--- config.mk ---
export PLATFORM = sky130hd
export DESIGN_NAME = sfic_regs
export DESIGN_NICKNAME = d
export VERILOG_FILES = /design/src/hw/sfic_pkg.sv /design/src/hw/sfic_regs.sv /design/src/hw/sfic_acc_mirror.sv
export VERILOG_INCLUDE_DIRS = /design/src /design/src/hw
export SDC_FILE = /design/constraint.sdc
export NUM_CORES = 1
export LEC_CHECK = 0
export ABC_AREA = 1
export BUFFER_PORTS_ARGS = -buffer_cell sky130_fd_sc_hd__buf_2
export CAP_MARGIN = 40
export CORE_MARGIN = 1
export CORE_UTILIZATION = 40
export DETAILED_ROUTE_END_ITERATION = 10
export SYNTH_ARGS = -nofsm -noshare
export SYNTH_HDL_FRONTEND = slang
export SYNTH_SLANG_ARGS = --single-unit
--- constraint.sdc ---
create_clock -name clk -period 30.8 [get_ports clk]
set_clock_uncertainty 0.05 [all_clocks]
set_input_delay 6.16 -clock clk [delete_from_list [all_inputs] [get_ports clk]]
set_output_delay 6.16 -clock clk [all_outputs]
set_load 0.1 [all_outputs]
--- src/hw/sfic_map.svh ---
`ifndef SFIC_MAP_SVH
`define SFIC_MAP_SVH

// Register indices; byte address is four times the index
`define SFIC_IDX_FLAGS      8'h04
`define SFIC_IDX_INT_CTRL   8'h05
`define SFIC_IDX_INT_MASK   8'h06
`define SFIC_IDX_EVT_STAT   8'h10
`define SFIC_IDX_EVT_MASK   8'h11

// Reset values
`define SFIC_RST_FLAGS      8'h80
`define SFIC_RST_INT_CTRL   8'h00
`define SFIC_RST_INT_MASK   8'h00
`define SFIC_RST_EVT        8'h00

// Status flag fields
`define SFIC_FLG_ZERO       7
`define SFIC_FLG_SIGN       6
`define SFIC_FLG_GPF_HI     4
`define SFIC_FLG_GPF_LO     3
`define SFIC_FLG_OVF        2
`define SFIC_FLG_CARRY      1
`define SFIC_FLG_EQUAL      0

// Interrupt control fields
`define SFIC_IC_INS         1
`define SFIC_IC_IGE         0

// Interrupt mask fields
`define SFIC_IM_SYS         7
`define SFIC_IM_MOD_HI      5

// Event status fields
`define SFIC_EVT_ACK        0
`define SFIC_EVT_OVF        1
`define SFIC_EVT_EQUAL      2
`define SFIC_EVT_W          3

// Accumulator bank geometry
`define SFIC_ACC_W          16
`define SFIC_ACC_N          16
`define SFIC_ACC_PTR_W      4

`endif

--- src/hw/sfic_pkg.sv ---
package sfic_pkg;
   // Register selected by the bus decoder
   typedef enum logic [2:0] {
      SFIC_SEL_NONE,
      SFIC_SEL_FLAGS,
      SFIC_SEL_INT_CTRL,
      SFIC_SEL_INT_MASK,
      SFIC_SEL_EVT_STAT,
      SFIC_SEL_EVT_MASK
   } sfic_sel_t;

   typedef logic [7:0] sfic_byte_t;
endpackage : sfic_pkg

--- src/hw/sfic_regs.sv ---
`timescale 1ns/1ps
`include "sfic_map.svh"

module sfic_regs (
   // Clock and reset
   input  wire logic                          clk,
   input  wire logic                          rst,
   // Avalon-MM slave
   input  wire logic [7:0]                    avs_address,
   input  wire logic                          avs_read,
   input  wire logic                          avs_write,
   input  wire logic [31:0]                   avs_writedata,
   input  wire logic [3:0]                    avs_byteenable,
   output logic [31:0]                        avs_readdata,
   output logic                               avs_waitrequest,
   // Accumulator file updates
   input  wire logic                          acc_wr_en,
   input  wire logic [`SFIC_ACC_PTR_W-1:0]    acc_wr_idx,
   input  wire logic [`SFIC_ACC_W-1:0]        acc_wr_data,
   input  wire logic [`SFIC_ACC_PTR_W-1:0]    accumulator_pointer,
   // Arithmetic results
   input  wire logic                          arith_done,
   input  wire logic                          arith_carry14,
   input  wire logic                          arith_carry15,
   input  wire logic                          addsub_done,
   input  wire logic                          addsub_carry,
   input  wire logic                          compare_instr,
   input  wire logic                          compare_equal,
   // Sequencer interrupt handshake
   input  wire logic                          irq_ack,
   input  wire logic                          return_from_interrupt_instr,
   input  wire logic                          pop_and_return_instr,
   output logic                               irq_request,
   // Locally enabled interrupt sources
   input  wire logic [`SFIC_IM_MOD_HI:0]      module_irq,
   input  wire logic                          system_irq,
   // Flag view for the datapath
   output logic [7:0]                         status_flags,
   // Event interrupt
   output logic                               evt_irq
);
   sfic_pkg::sfic_sel_t  sel;
   logic                 req;
   logic                 wr_fire;
   logic                 wr_lane0;
   logic [7:0]           wbyte;
   logic                 zero_flag;
   logic                 sign_flag;
   // Stored flag bits
   logic [1:0]           general_purpose_flags;
   logic                 overflow_flag;
   logic                 carry_flag;
   logic                 equal_flag;
   // Interrupt control
   logic                 interrupt_in_service;
   logic                 global_interrupt_enable;
   logic [7:0]           interrupt_module_mask;
   logic [`SFIC_EVT_W-1:0] evt_stat;
   logic [`SFIC_EVT_W-1:0] evt_mask;
   logic [`SFIC_EVT_W-1:0] evt_set;
   logic [7:0]           flags_view;
   logic [7:0]           mask_view;
   logic [7:0]           rd_byte;

   sfic_acc_mirror u_acc (
      .clk                 (clk),
      .rst                 (rst),
      .acc_wr_en           (acc_wr_en),
      .acc_wr_idx          (acc_wr_idx),
      .acc_wr_data         (acc_wr_data),
      .accumulator_pointer (accumulator_pointer),
      .zero_flag           (zero_flag),
      .sign_flag           (sign_flag)
   );

   // Address decode; low two bits must be zero for a hit
   always_comb begin
      sel = sfic_pkg::SFIC_SEL_NONE;
      if (avs_address[1:0] == 2'h0) begin
         unique case ({2'h0, avs_address[7:2]})
            `SFIC_IDX_FLAGS    : sel = sfic_pkg::SFIC_SEL_FLAGS;
            `SFIC_IDX_INT_CTRL : sel = sfic_pkg::SFIC_SEL_INT_CTRL;
            `SFIC_IDX_INT_MASK : sel = sfic_pkg::SFIC_SEL_INT_MASK;
            `SFIC_IDX_EVT_STAT : sel = sfic_pkg::SFIC_SEL_EVT_STAT;
            `SFIC_IDX_EVT_MASK : sel = sfic_pkg::SFIC_SEL_EVT_MASK;
            default            : sel = sfic_pkg::SFIC_SEL_NONE;
         endcase
      end
   end

   // A request completes on the edge where waitrequest is low
   assign req      = avs_read || avs_write;
   assign wr_fire  = avs_write && !avs_waitrequest;
   assign wr_lane0 = wr_fire && avs_byteenable[0];
   assign wbyte    = avs_writedata[7:0];

   // One wait cycle per access: drop waitrequest for exactly one edge
   always_ff @(posedge clk or posedge rst) begin
      if (rst) begin
         avs_waitrequest <= 1'b1;
      end else if (avs_waitrequest && req) begin
         avs_waitrequest <= 1'b0;
      end else begin
         avs_waitrequest <= 1'b1;
      end
   end

   // Assembled read views; reserved bits are constant zero
   always_comb begin
      flags_view = 8'h00;
      flags_view[`SFIC_FLG_ZERO]  = zero_flag;
      flags_view[`SFIC_FLG_SIGN]  = sign_flag;
      flags_view[`SFIC_FLG_GPF_HI:`SFIC_FLG_GPF_LO] = general_purpose_flags;
      flags_view[`SFIC_FLG_OVF]   = overflow_flag;
      flags_view[`SFIC_FLG_CARRY] = carry_flag;
      flags_view[`SFIC_FLG_EQUAL] = equal_flag;
      mask_view = interrupt_module_mask & 8'hbf;
   end

   always_comb begin
      rd_byte = 8'h00;
      unique case (sel)
         sfic_pkg::SFIC_SEL_FLAGS    : rd_byte = flags_view;
         sfic_pkg::SFIC_SEL_INT_CTRL : rd_byte = {6'h00, interrupt_in_service, global_interrupt_enable};
         sfic_pkg::SFIC_SEL_INT_MASK : rd_byte = mask_view;
         sfic_pkg::SFIC_SEL_EVT_STAT : rd_byte = {5'h00, evt_stat};
         sfic_pkg::SFIC_SEL_EVT_MASK : rd_byte = {5'h00, evt_mask};
         sfic_pkg::SFIC_SEL_NONE     : rd_byte = 8'h00;
      endcase
   end

   // Read data captured when waitrequest drops, stable at completion
   always_ff @(posedge clk or posedge rst) begin
      if (rst) begin
         avs_readdata <= 32'h0000_0000;
      end else if (avs_waitrequest && avs_read) begin
         avs_readdata <= {24'h00_0000, rd_byte};
      end
   end

   // General purpose flags: software storage only, read back and also passed out on status_flags
   always_ff @(posedge clk or posedge rst) begin
      if (rst) begin
         general_purpose_flags <= 2'h0;
      end else if (wr_lane0 && sel == sfic_pkg::SFIC_SEL_FLAGS) begin
         general_purpose_flags <= wbyte[`SFIC_FLG_GPF_HI:`SFIC_FLG_GPF_LO];
      end
   end

   // Overflow is hardware only; a software write leaves it alone
   always_ff @(posedge clk or posedge rst) begin
      if (rst) begin
         overflow_flag <= 1'b0;
      end else if (arith_done) begin
         overflow_flag <= arith_carry14 ^ arith_carry15;
      end
   end

   // Carry: datapath result wins over a software write in the same cycle
   always_ff @(posedge clk or posedge rst) begin
      if (rst) begin
         carry_flag <= 1'b0;
      end else if (addsub_done) begin
         carry_flag <= addsub_carry;
      end else if (wr_lane0 && sel == sfic_pkg::SFIC_SEL_FLAGS) begin
         carry_flag <= wbyte[`SFIC_FLG_CARRY];
      end
   end

   // Equals: compare result wins over a software write
   always_ff @(posedge clk or posedge rst) begin
      if (rst) begin
         equal_flag <= 1'b0;
      end else if (compare_instr) begin
         equal_flag <= compare_equal;
      end else if (wr_lane0 && sel == sfic_pkg::SFIC_SEL_FLAGS) begin
         equal_flag <= wbyte[`SFIC_FLG_EQUAL];
      end
   end

   // Global enable is plain software state
   always_ff @(posedge clk or posedge rst) begin
      if (rst) begin
         global_interrupt_enable <= 1'b0;
      end else if (wr_lane0 && sel == sfic_pkg::SFIC_SEL_INT_CTRL) begin
         global_interrupt_enable <= wbyte[`SFIC_IC_IGE];
      end
   end

   // In-service: acknowledge sets and beats any clear in the same cycle
   always_ff @(posedge clk or posedge rst) begin
      if (rst) begin
         interrupt_in_service <= 1'b0;
      end else if (irq_ack) begin
         interrupt_in_service <= 1'b1;
      end else if (return_from_interrupt_instr || pop_and_return_instr) begin
         interrupt_in_service <= 1'b0;
      end else if (wr_lane0 && sel == sfic_pkg::SFIC_SEL_INT_CTRL) begin
         interrupt_in_service <= wbyte[`SFIC_IC_INS];
      end
   end

   // Module mask; reserved bit 6 is never stored
   always_ff @(posedge clk or posedge rst) begin
      if (rst) begin
         interrupt_module_mask <= `SFIC_RST_INT_MASK;
      end else if (wr_lane0 && sel == sfic_pkg::SFIC_SEL_INT_MASK) begin
         interrupt_module_mask <= wbyte & 8'hbf;
      end
   end

   // Request to sequencer; priority is left to software masking
   always_ff @(posedge clk or posedge rst) begin
      if (rst) begin
         irq_request <= 1'b0;
      end else begin
         irq_request <= global_interrupt_enable
                        && !interrupt_in_service && !irq_ack
                        && ((|(module_irq & interrupt_module_mask[`SFIC_IM_MOD_HI:0]))
                            || (system_irq && interrupt_module_mask[`SFIC_IM_SYS]));
      end
   end

   // Flag byte for the datapath, same layout as the register
   always_ff @(posedge clk or posedge rst) begin
      if (rst) begin
         status_flags <= `SFIC_RST_FLAGS;
      end else begin
         status_flags <= flags_view;
      end
   end

   // Events worth telling software about
   always_comb begin
      evt_set = '0;
      evt_set[`SFIC_EVT_ACK]   = irq_ack;
      evt_set[`SFIC_EVT_OVF]   = arith_done && (arith_carry14 ^ arith_carry15);
      evt_set[`SFIC_EVT_EQUAL] = compare_instr && compare_equal;
   end

   // Sticky status, write one to clear; a new event wins the clear
   always_ff @(posedge clk or posedge rst) begin
      if (rst) begin
         evt_stat <= '0;
      end else if (wr_lane0 && sel == sfic_pkg::SFIC_SEL_EVT_STAT) begin
         evt_stat <= (evt_stat & ~wbyte[`SFIC_EVT_W-1:0]) | evt_set;
      end else begin
         evt_stat <= evt_stat | evt_set;
      end
   end

   always_ff @(posedge clk or posedge rst) begin
      if (rst) begin
         evt_mask <= '0;
      end else if (wr_lane0 && sel == sfic_pkg::SFIC_SEL_EVT_MASK) begin
         evt_mask <= wbyte[`SFIC_EVT_W-1:0];
      end
   end

   // Level interrupt, one cycle behind the sticky bits
   always_ff @(posedge clk or posedge rst) begin
      if (rst) begin
         evt_irq <= 1'b0;
      end else begin
         evt_irq <= |(evt_stat & evt_mask);
      end
   end
endmodule : sfic_regs

--- src/hw/sfic_acc_mirror.sv ---
`timescale 1ns/1ps
`include "sfic_map.svh"

module sfic_acc_mirror (
   // Clock and reset
   input  wire logic                          clk,
   input  wire logic                          rst,
   // Accumulator writes from datapath
   input  wire logic                          acc_wr_en,
   input  wire logic [`SFIC_ACC_PTR_W-1:0]    acc_wr_idx,
   input  wire logic [`SFIC_ACC_W-1:0]        acc_wr_data,
   // Active accumulator select
   input  wire logic [`SFIC_ACC_PTR_W-1:0]    accumulator_pointer,
   // Derived flags
   output logic                               zero_flag,
   output logic                               sign_flag
);
   logic [`SFIC_ACC_W-1:0] acc_mem [`SFIC_ACC_N];
   logic [`SFIC_ACC_W-1:0] next_active;

   // Mirror of the accumulator file, cleared with the core
   always_ff @(posedge clk or posedge rst) begin
      if (rst) begin
         for (int i = 0; i < `SFIC_ACC_N; i++) begin
            acc_mem[i] <= 16'h0000;
         end
      end else if (acc_wr_en) begin
         acc_mem[acc_wr_idx] <= acc_wr_data;
      end
   end

   // Forward a same-cycle write so flags never lag the datapath
   always_comb begin
      if (acc_wr_en && (acc_wr_idx == accumulator_pointer)) begin
         next_active = acc_wr_data;
      end else begin
         next_active = acc_mem[accumulator_pointer];
      end
   end

   // Flags follow the active accumulator one cycle later
   always_ff @(posedge clk or posedge rst) begin
      if (rst) begin
         zero_flag <= 1'b1;
         sign_flag <= 1'b0;
      end else begin
         zero_flag <= (next_active == 16'h0000);
         sign_flag <= next_active[`SFIC_ACC_W-1];
      end
   end
endmodule : sfic_acc_mirror

-- After elaboration in Yosys (flattened, before gate mapping)
Index checks and enable logic that the tools add are counted.
- eq/ne operators: 11
- multiplexer cells: 19
- order comparisons: 3
- bitwise logic cells: 9
- reductions and logical operators: 31
- operators with widths (operator ; number):
    $bwmux 256 ; 1
    $bmux 16 s4 ; 1
    $demux 16 s4 ; 1
    $mux 16 ; 4
    $pmux 8 s6 ; 1
    $eq 6x3->1 const B ; 3
    $logic_and 1x1->1 ; 17
    $logic_not 16->1 ; 1
    $pmux 3 s5 ; 1
    $eq 6x5->1 const B ; 2
    $ge 5x5->1 const B ; 2
    $not 4->5 ; 2
    $mux 1 ; 8
    $and 3x3->3 ; 2
    $and 6x6->6 ; 1
    $eq 3x2->1 const B ; 2
    $eq 3x3->1 const B ; 2
    $mux 3 ; 2
    $or 3x3->3 ; 2
    $reduce_or 6->1 ; 1
    $lt 5x1->1 const B ; 1
    $eq 4x4->1 ; 1
    $reduce_bool 2->1 ; 2
    $eq 3x1->1 const B ; 1
    8 further kinds ; 12
- logic and storage cells: 105
- output and inout port bits: 43
- input port bits: 90
- bits in registers: 296

-- Longest topological paths before layout
Gate-level depths: netlist (run 1).
- depth after elaboration: 8
- gate-level depth with buffers: 14

-- Cells and area by module
From an unflattened synthesis (run 1), not the netlist that was laid out.
- cell total of the unflattened synthesis: 1521
- area total of the unflattened synthesis: 13050.0 um2
- modules (own cells, without submodules) (module ; area each (um2) ; times used ; cells an instance):
    sfic_acc_mirror ; 11041.8 ; 1 ; 1293
    sfic_regs ; 2008.2 ; 1 ; 228

-- Least setup slack after synthesis (run 1)
OpenSTA, ideal clock, no wires.
- kind: input -> register
- from: input avs_address[1]
- to: register interrupt_module_mask[5]
- setup time: 0.125 ns
- arrival time: 7.292 ns
- path buffers: 0
- stages on the path: 6
- path slack: 23.333 ns
- path through: or2_4 > nor3_4 > nand2_2 > clkinv_2 > nand2_4 > mux2_4
- cells in the longest elaborated chain, start to end: 4
- ends and longest elaborated chain (element ; line ; text):
    start, declared ; sfic_regs.sv:9 ; input wire logic [7:0] avs_address,
    $logic_not 2->1 ; sfic_regs.sv:79 ; if (avs_address[1:0] == 2'h0) begin
    $mux 3 ; sfic_regs.sv:79 ;
    $eq 3x2->1 ; sfic_regs.sv:207 ; end else if (wr_lane0 && sel == sfic_pkg::SFIC_SEL_INT_MASK) begin
    $logic_and 1x1->1 ; sfic_regs.sv:207 ;
    end signal, assigned ; sfic_regs.sv:206 ; interrupt_module_mask <= `SFIC_RST_INT_MASK;
    end signal, assigned ; sfic_regs.sv:208 ; interrupt_module_mask <= wbyte & 8'hbf;
    end, declared ; sfic_regs.sv:57 ; logic [7:0] interrupt_module_mask;
No other way between the ends.
A chain may end at the register's enable or synchronous reset.

-- Worst setup path in the final report (run 1)
- from: input accumulator_pointer[1]
- to: register u_acc.zero_flag
- cells in the longest elaborated chain, start to end: 6
- elaborated cells between the ends (all ways): 8
- classes of those cells: 1 x eq/ne; 4 x mux; 1 x bitwise; 2 x reduce/logical
- ends and longest elaborated chain (element ; line ; text):
    start, declared ; sfic_regs.sv:20 ; input wire logic [`SFIC_ACC_PTR_W-1:0] accumulator_pointer,
    $not 4->5 (not written as such) ; sfic_acc_mirror.sv:37 ; next_active = acc_mem[accumulator_pointer];
    $bmux 16 s4 ; sfic_acc_mirror.sv:37 ;
    $mux 16 (not written as such) (2 in a row) ; sfic_acc_mirror.sv:37 ;
    $mux 16 (*) ; sfic_acc_mirror.sv:34 ; if (acc_wr_en && (acc_wr_idx == accumulator_pointer)) begin
    $logic_not 16->1 (*) ; sfic_acc_mirror.sv:47 ; zero_flag <= (next_active == 16'h0000);
    end signal, assigned ; sfic_acc_mirror.sv:47 ;
    end, declared ; sfic_acc_mirror.sv:15 ; output logic zero_flag,
Every way passes the cells marked *; elsewhere a longest branch is shown, timed or not. The select of a mux whose other input is x is not followed.

==> results.json, run 1 <==
{
  "clk_latency_ns": 0.56,
  "start_util": 0.406,
  "synth_xor_area_frac": 0.000684,
  "synth_edf_count": 0,
  "min_path_type": "reg -> reg",
  "globalplace.congestion": 0.821,
  "layout-drive-gt1-share": 0.112,
  "core_um2": 31600,
  "drtAntennaViolNets": 0,
  "cts_hold_buf": 0,
  "drt_iter0_markers": 935,
  "yosysSeqAreaShare": 0.579,
  "synth_cell_types": 35,
  "routedWlPerCell_um": 15.8,
  "worstPathMaxFanout": 53,
  "synthMuxAreaShare": 0.00234,
  "antenna_found_initial": 0,
  "syn_area_per_cell_um2": 8.46,
  "final_cell_area_um2": 14700,
  "netlist_instances": 1514,
  "status": "completed",
  "grt_pass1_vias": 9469,
  "required_ns": 31.22,
  "hold_depth": 0,
  "critPathLaunchType": "input pin",
  "finalHoldViolCount": 0,
  "drt-pass1-iter-count": 7,
  "dpl_cell_area_um2": 13700,
  "num-nets-final": 1655,
  "vias": 9956,
  "dieArea_um2": 32700,
  "drv_cap": 0,
  "cpMostUsedCell": "nand2_1",
  "critical_path.slowest_cell": "buf_4",
  "max_freq_mhz": 122,
  "fp.dieW_um": 181,
  "yosysTopAreaCell": "dfrtp_1",
  "ctsResizeCount": 0,
  "diodes": 0,
  "via_per_inst": 5.01,
  "slew_violations": 0,
  "grt_overflow": 0,
  "grt_pass1_wl_mm": 51.1,
  "path_cells": "buf_2 -> buf_4 -> inv_1 -> buf_4 -> o22ai_1 -> inv_1 -> nand3_1 -> nand2_1 -> nor2_1 -> nand2_1 -> nor2_1 -> nand3_1 -> nand2_1",
  "cp-end-kind": "flip-flop",
  "synth.top_cells.by_count": "nand2_1, dfrtp_1, o21ai_0",
  "root_buffer": "clkbuf_16",
  "postSynth.asyncResetShare": 1.00,
  "synth_top_area_share": 0.572,
  "grtUsageTotal": 0.195,
  "leakagePower_nw": 7.18,
  "h-tree-depth": 1,
  "pwr_density_cell_nw_per_um2": 70.2,
  "synthSimpleGateAreaFrac": 0.225,
  "mappedNetlistArea_um2": 12800,
  "setup_tns_ns": 0,
  "synth_area_leaders": "dfrtp_1, nand2_1, o21ai_0, nor2_1, nand3_1",
  "cp_slowest_stage_delay_ns": 0.57,
  "synth-compound-area-share": 0.123,
  "crit_arrival_ns": 8.64,
  "path_depth": 13,
  "cts_setup_buffers": 0,
  "setup_violations": 0,
  "rsz0062_at_grt": "false",
  "hpwl_mm": 20.4,
  "grt_max_degree": 114,
  "wirelength_mm": 31.4,
  "cts_tree": "done",
  "synth_seq_cells": 296,
  "slew_headroom": 0.470,
  "vdd_drop_max_uv": 45.9,
  "syn2layout_area_growth_pct": 14.8,
  "path_class": "in -> reg",
  "cts_buffers": 31,
  "worstMarginPinSlew_ns": 0.794,
  "synthFlopType": "dfrtp_1",
  "synthAdderAreaFrac": 0,
  "std_cell_rows": 65,
  "synth_most_common_cell": "nand2_1",
  "fin_crit_sh": 0.267,
  "portBuffers": 79,
  "rr_worst_depth": 3,
  "clock_sinks": 296,
  "whs_ns": 0.333,
  "drcViolationCount": 0,
  "period_minus_slack_ns": 8.22,
  "crit_family": "buffers and inverters",
  "critPathBufInv": 5,
  "clockBufferDepth": 3,
  "die_h_um": 181,
  "synth_top_family_by_area": "simple AND/OR/NAND/NOR gates",
  "clkSlewWorstSetupHoldPaths_ns": 0.05,
  "yosysWarnings": 0,
  "io-pin-count": 133
}
[power by group]
| part | switching, mW | internal [mW] | total (mW) | leakage, nW |
|---|---|---|---|---|
| sequential | 0.0364 | 0.463 | 0.500 | 3.69 |
| combinational | 0.111 | 0.0560 | 0.167 | 2.99 |
| clock | 0.150 | 0.215 | 0.365 | 0.496 |
[per-stage QoR]
step / instances / setup WS (ns) / util / power (mW)
6_report: 1989 / 22.58 / 0.466 / 1.03
4_1_cts: 1989 / 22.59 / 0.466 / 1.04
3_5_place_dp: 1934 / 22.02 / 0.434 / 0.674
3_3_place_gp: 1918 / 22.04 / 0.423 / 0.665
5_1_grt: 1989 / 22.44 / 0.466 / 1.09
2_1_floorplan: 1538 / 16.42 / - / 0.631
[metal layers]
metal  up-vias  share of wire  track usage
met5         -              0            0
met4         0          0.013       0.0437
met3        32          0.053       0.0270
met2       252           0.45        0.310
met1      4752           0.48        0.283
li1       4920              -            -
[registers in the layout, summed over array words and instances, names as in the netlist]
| name | count |
|---|---|
| evt_irq | 1 |
| evt_mask | 3 |
| u_acc.sign_flag | 1 |
| avs_waitrequest | 1 |
| global_interrupt_enable | 1 |
| interrupt_in_service | 1 |
| equal_flag | 1 |
| status_flags | 7 |
| carry_flag | 1 |
| overflow_flag | 1 |
| irq_request | 1 |
| avs_readdata | 8 |
| u_acc.zero_flag | 1 |
| interrupt_module_mask | 7 |
| evt_stat | 3 |
| u_acc.acc_mem | 256 |
| general_purpose_flags | 2 |
[final timing paths]
path	slack [ns]	from	endpoint
setup reg to reg	29.13	avs_waitrequest	interrupt_module_mask[5]
setup / recovery	22.58	accumulator_pointer[1]	u_acc.zero_flag
max in group asynchronous	24.05	rst	u_acc.acc_mem[3]
hold reg to reg	0.33	u_acc.zero_flag	status_flags[7]
hold / removal	0.33	u_acc.zero_flag	status_flags[7]
min in group asynchronous	5.53	rst	u_acc.acc_mem[17]
[final cells by class]
class / count / area [µm²]
Timing Repair Buffer: 102 / 801
Fill cell: 3067 / 16900
Clock inverter: 12 / 116
Multi-Input combinational cell: 1035 / 4610
Tap cell: 402 / 503
Clock buffer: 43 / 881
Sequential cell: 296 / 7410
Inverter: 99 / 380
[placed cells by master, fill, tap and decap left out, types with 7 or more instances in the layout]
cell type	netlist	routed
nand2_1	393	393
clkinv_2	1	9
nand4_1	10	10
buf_2	19	79
a21oi_1	42	42
nand3_1	85	85
o21ai_0	249	249
inv_1	93	92
o21ai_1	8	8
buf_4	25	7
buf_8	0	7
dfrtp_1	293	293
clkbuf_16	0	31
nor2_1	174	173
buf_16	0	9
nor3_1	14	14
conb_1	1	25
[cells by family (layout without fill, tap and decap cells)]
group	count (synthesis)	count (layout)
xor+xnor	1	1
compound gates	310	310
other cells	1	25
flops	296	296
buf+inv	207	256
simple gates	697	697
mux	2	2
Power figures use the tool's default switching activity.
==> run 2, diff against run 1 <==
ABC_AREA = 0   (was 1)
clock period = 7.4 ns   (was 30.8 ns; I/O delays follow)
==> results.json, run 2 <==
{
  "finalHoldViolCount": 0,
  "crit_start": "accumulator_pointer[1]",
  "critPathLaunchType": "input pin",
  "h-tree-depth": 2,
  "start_util": 0.412,
  "syn_area_per_cell_um2": 13.9,
  "root_buffer": "clkbuf_16",
  "worstPathMaxFanout": 42,
  "cp_slowest_stage_delay_ns": 0.53,
  "period_minus_slack_ns": 3.44,
  "grt_max_degree": 119,
  "io-pin-count": 133,
  "cp-end-kind": "flip-flop",
  "std_cell_rows": 64,
  "netlist_instances": 914,
  "rsz0062_at_grt": "false",
  "crit_family": "buffers and inverters",
  "rr_worst_depth": 6,
  "layout_commonest_cell": "dfrtp_1",
  "drt_iter0_markers": 385,
  "max_freq_mhz": 291,
  "portBuffers": 79,
  "drt-pass1-iter-count": 4,
  "clk_latency_ns": 0.51,
  "layout_common_cells": "dfrtp_1, mux2_2, buf_2",
  "endpoint": "u_acc.zero_flag",
  "drtAntennaViolNets": 0,
  "synth_most_common_cell": "dfrtp_1",
  "path_depth": 8,
  "grt_overflow": 0,
  "largest_register_ffs": 256,
  "grt_pass1_vias": 8117,
  "hpwl_mm": 18.0,
  "cts_setup_buffers": 0,
  "r2r-end": "u_acc.zero_flag",
  "ctsResizeCount": 0,
  "syn2layout_area_growth_pct": 14.2,
  "die_h_um": 180,
  "mappedNetlistArea_um2": 12700,
  "min_path_type": "reg -> reg",
  "synth_area_leaders": "dfrtp_1, mux2_2, nor4_1, buf_4, mux4_2",
  "largest-register": "u_acc.acc_mem",
  "drv_cap": 0,
  "synth_edf_count": 0,
  "crit_arrival_ns": 3.80,
  "core_um2": 30900,
  "synth_cell_types": 63,
  "clockBufferDepth": 3,
  "fp.dieW_um": 180,
  "vdd_drop_max_uv": 174,
  "synth_top_area_share": 0.576,
  "yosysSeqAreaShare": 0.582,
  "largestRegisters": "u_acc.acc_mem x256, avs_readdata x8",
  "yosysWarnings": 0,
  "yosysTopAreaCell": "dfrtp_1",
  "synth.top_cells.by_count": "dfrtp_1, mux2_2, nand2_1, nor4_1",
  "dieArea_um2": 32500,
  "drcViolationCount": 0,
  "worstMarginPinSlew_ns": 0.904,
  "cts_tree": "done",
  "synth_seq_cells": 296,
  "reg2reg_from": "u_acc.acc_mem[103]",
  "layout-drive-gt1-share": 0.437,
  "path_cells": "buf_2 -> buf_4 -> mux2_2 -> or3_1 -> o211ai_1 -> o211a_1 -> o311a_1 -> a41o_1",
  "whs_ns": 0.321,
  "rrSetupSlack_ns": 5.07,
  "grt_pass1_wl_mm": 46.7,
  "antenna_found_initial": 2,
  "wirelength_mm": 28.8,
  "routedWlPerCell_um": 20.4,
  "vias": 7696,
  "setup_tns_ns": 0,
  "clock_sinks": 296,
  "setup_violations": 0,
  "fin_crit_sh": 0.464,
  "slew_violations": 0,
  "slew_headroom": 0.396,
  "clkSlewWorstSetupHoldPaths_ns": 0.05,
  "num-nets-final": 1083,
  "via_per_inst": 5.45,
  "status": "completed",
  "path_class": "in -> reg",
  "leakagePower_nw": 6.42,
  "required_ns": 7.76,
  "globalplace.congestion": 0.781,
  "critical_path.slowest_cell": "buf_4",
  "synthFlopType": "dfrtp_1",
  "cts_buffers": 34,
  "grtUsageTotal": 0.184,
  "pwr_density_cell_nw_per_um2": 302,
  "postSynth.asyncResetShare": 1.00,
  "critPathBufInv": 2,
  "cts_hold_buf": 0
}
[run 2: changes by cell type in the layout (fill, tap and decap cells not counted), moves of 79 or more]
cell / before / now
nand2_1: 393 / 35
mux2_2: 0 / 270
o21ai_0: 249 / 22
nor2_1: 173 / 25
inv_1: 92 / 5
nand3_1: 85 / 6
[run 2: metrics by stage]
stage / worst slack [ns] / std cells / total power [mW] / instance area (µm²) / utilization
after floorplan: 1.94 / 938 / 2.65 / 12800 / -
after global placement: 3.46 / 1350 / 2.78 / 13400 / 0.434
after detailed placement: 3.46 / 1353 / 2.81 / 13500 / 0.435
after CTS: 3.97 / 1410 / 4.45 / 14500 / 0.470
after global routing: 3.87 / 1410 / 4.61 / 14500 / 0.470
final: 3.96 / 1411 / 4.39 / 14500 / 0.470
[run 2: how the worst min path moves through the flow]
stage	startpoint	to	slack, ns	depth (start not counted)
6_report	overflow_flag	status_flags[2]	0.32	0
5_1_grt	overflow_flag	status_flags[2]	0.35	0
4_1_cts	overflow_flag	status_flags[2]	0.33	0
3_5_place_dp	overflow_flag	status_flags[2]	0.31	0
3_3_place_gp	overflow_flag	status_flags[2]	0.31	0
2_1_floorplan	u_acc.sign_flag	status_flags[6]	0.30	0
[run 2: cells by family after synthesis]
family | synth area share
buffers and inverters | 0.0350
other | 0.000295
AO/OA/AOI/OAI | 0.0440
AND/OR/NAND/NOR | 0.0740
XOR/XNOR | 0.00413
multiplexers | 0.260
flip-flops | 0.582
[run 2: power by group]
part / switching, mW / internal, mW / total, mW
registers: 0.163 / 1.96 / 2.12
clock network: 0.645 / 0.972 / 1.62
logic: 0.326 / 0.334 / 0.660
total: 1.13 / 3.26 / 4.39
[run 2: metal layers]
metal	up-vias	share of wire	GRT usage
met3	44	0.047	0.0291
li1	3475	-	-
met5	-	0.00059	0
met4	2	0.022	0.0591
met2	177	0.48	0.309
met1	3998	0.45	0.244
[run 2: final cells by class]
| cell class | count | area [µm²] |
|---|---|---|
| fill | 2780 | 16400 |
| sequential | 296 | 7410 |
| multi-input combinational | 558 | 4960 |
| clock buffer | 48 | 995 |
| timing repair buffer | 96 | 558 |
| tap | 396 | 495 |
| clock inverter | 9 | 83.8 |
| inverter | 7 | 30.0 |
| antenna | 1 | 2.50 |
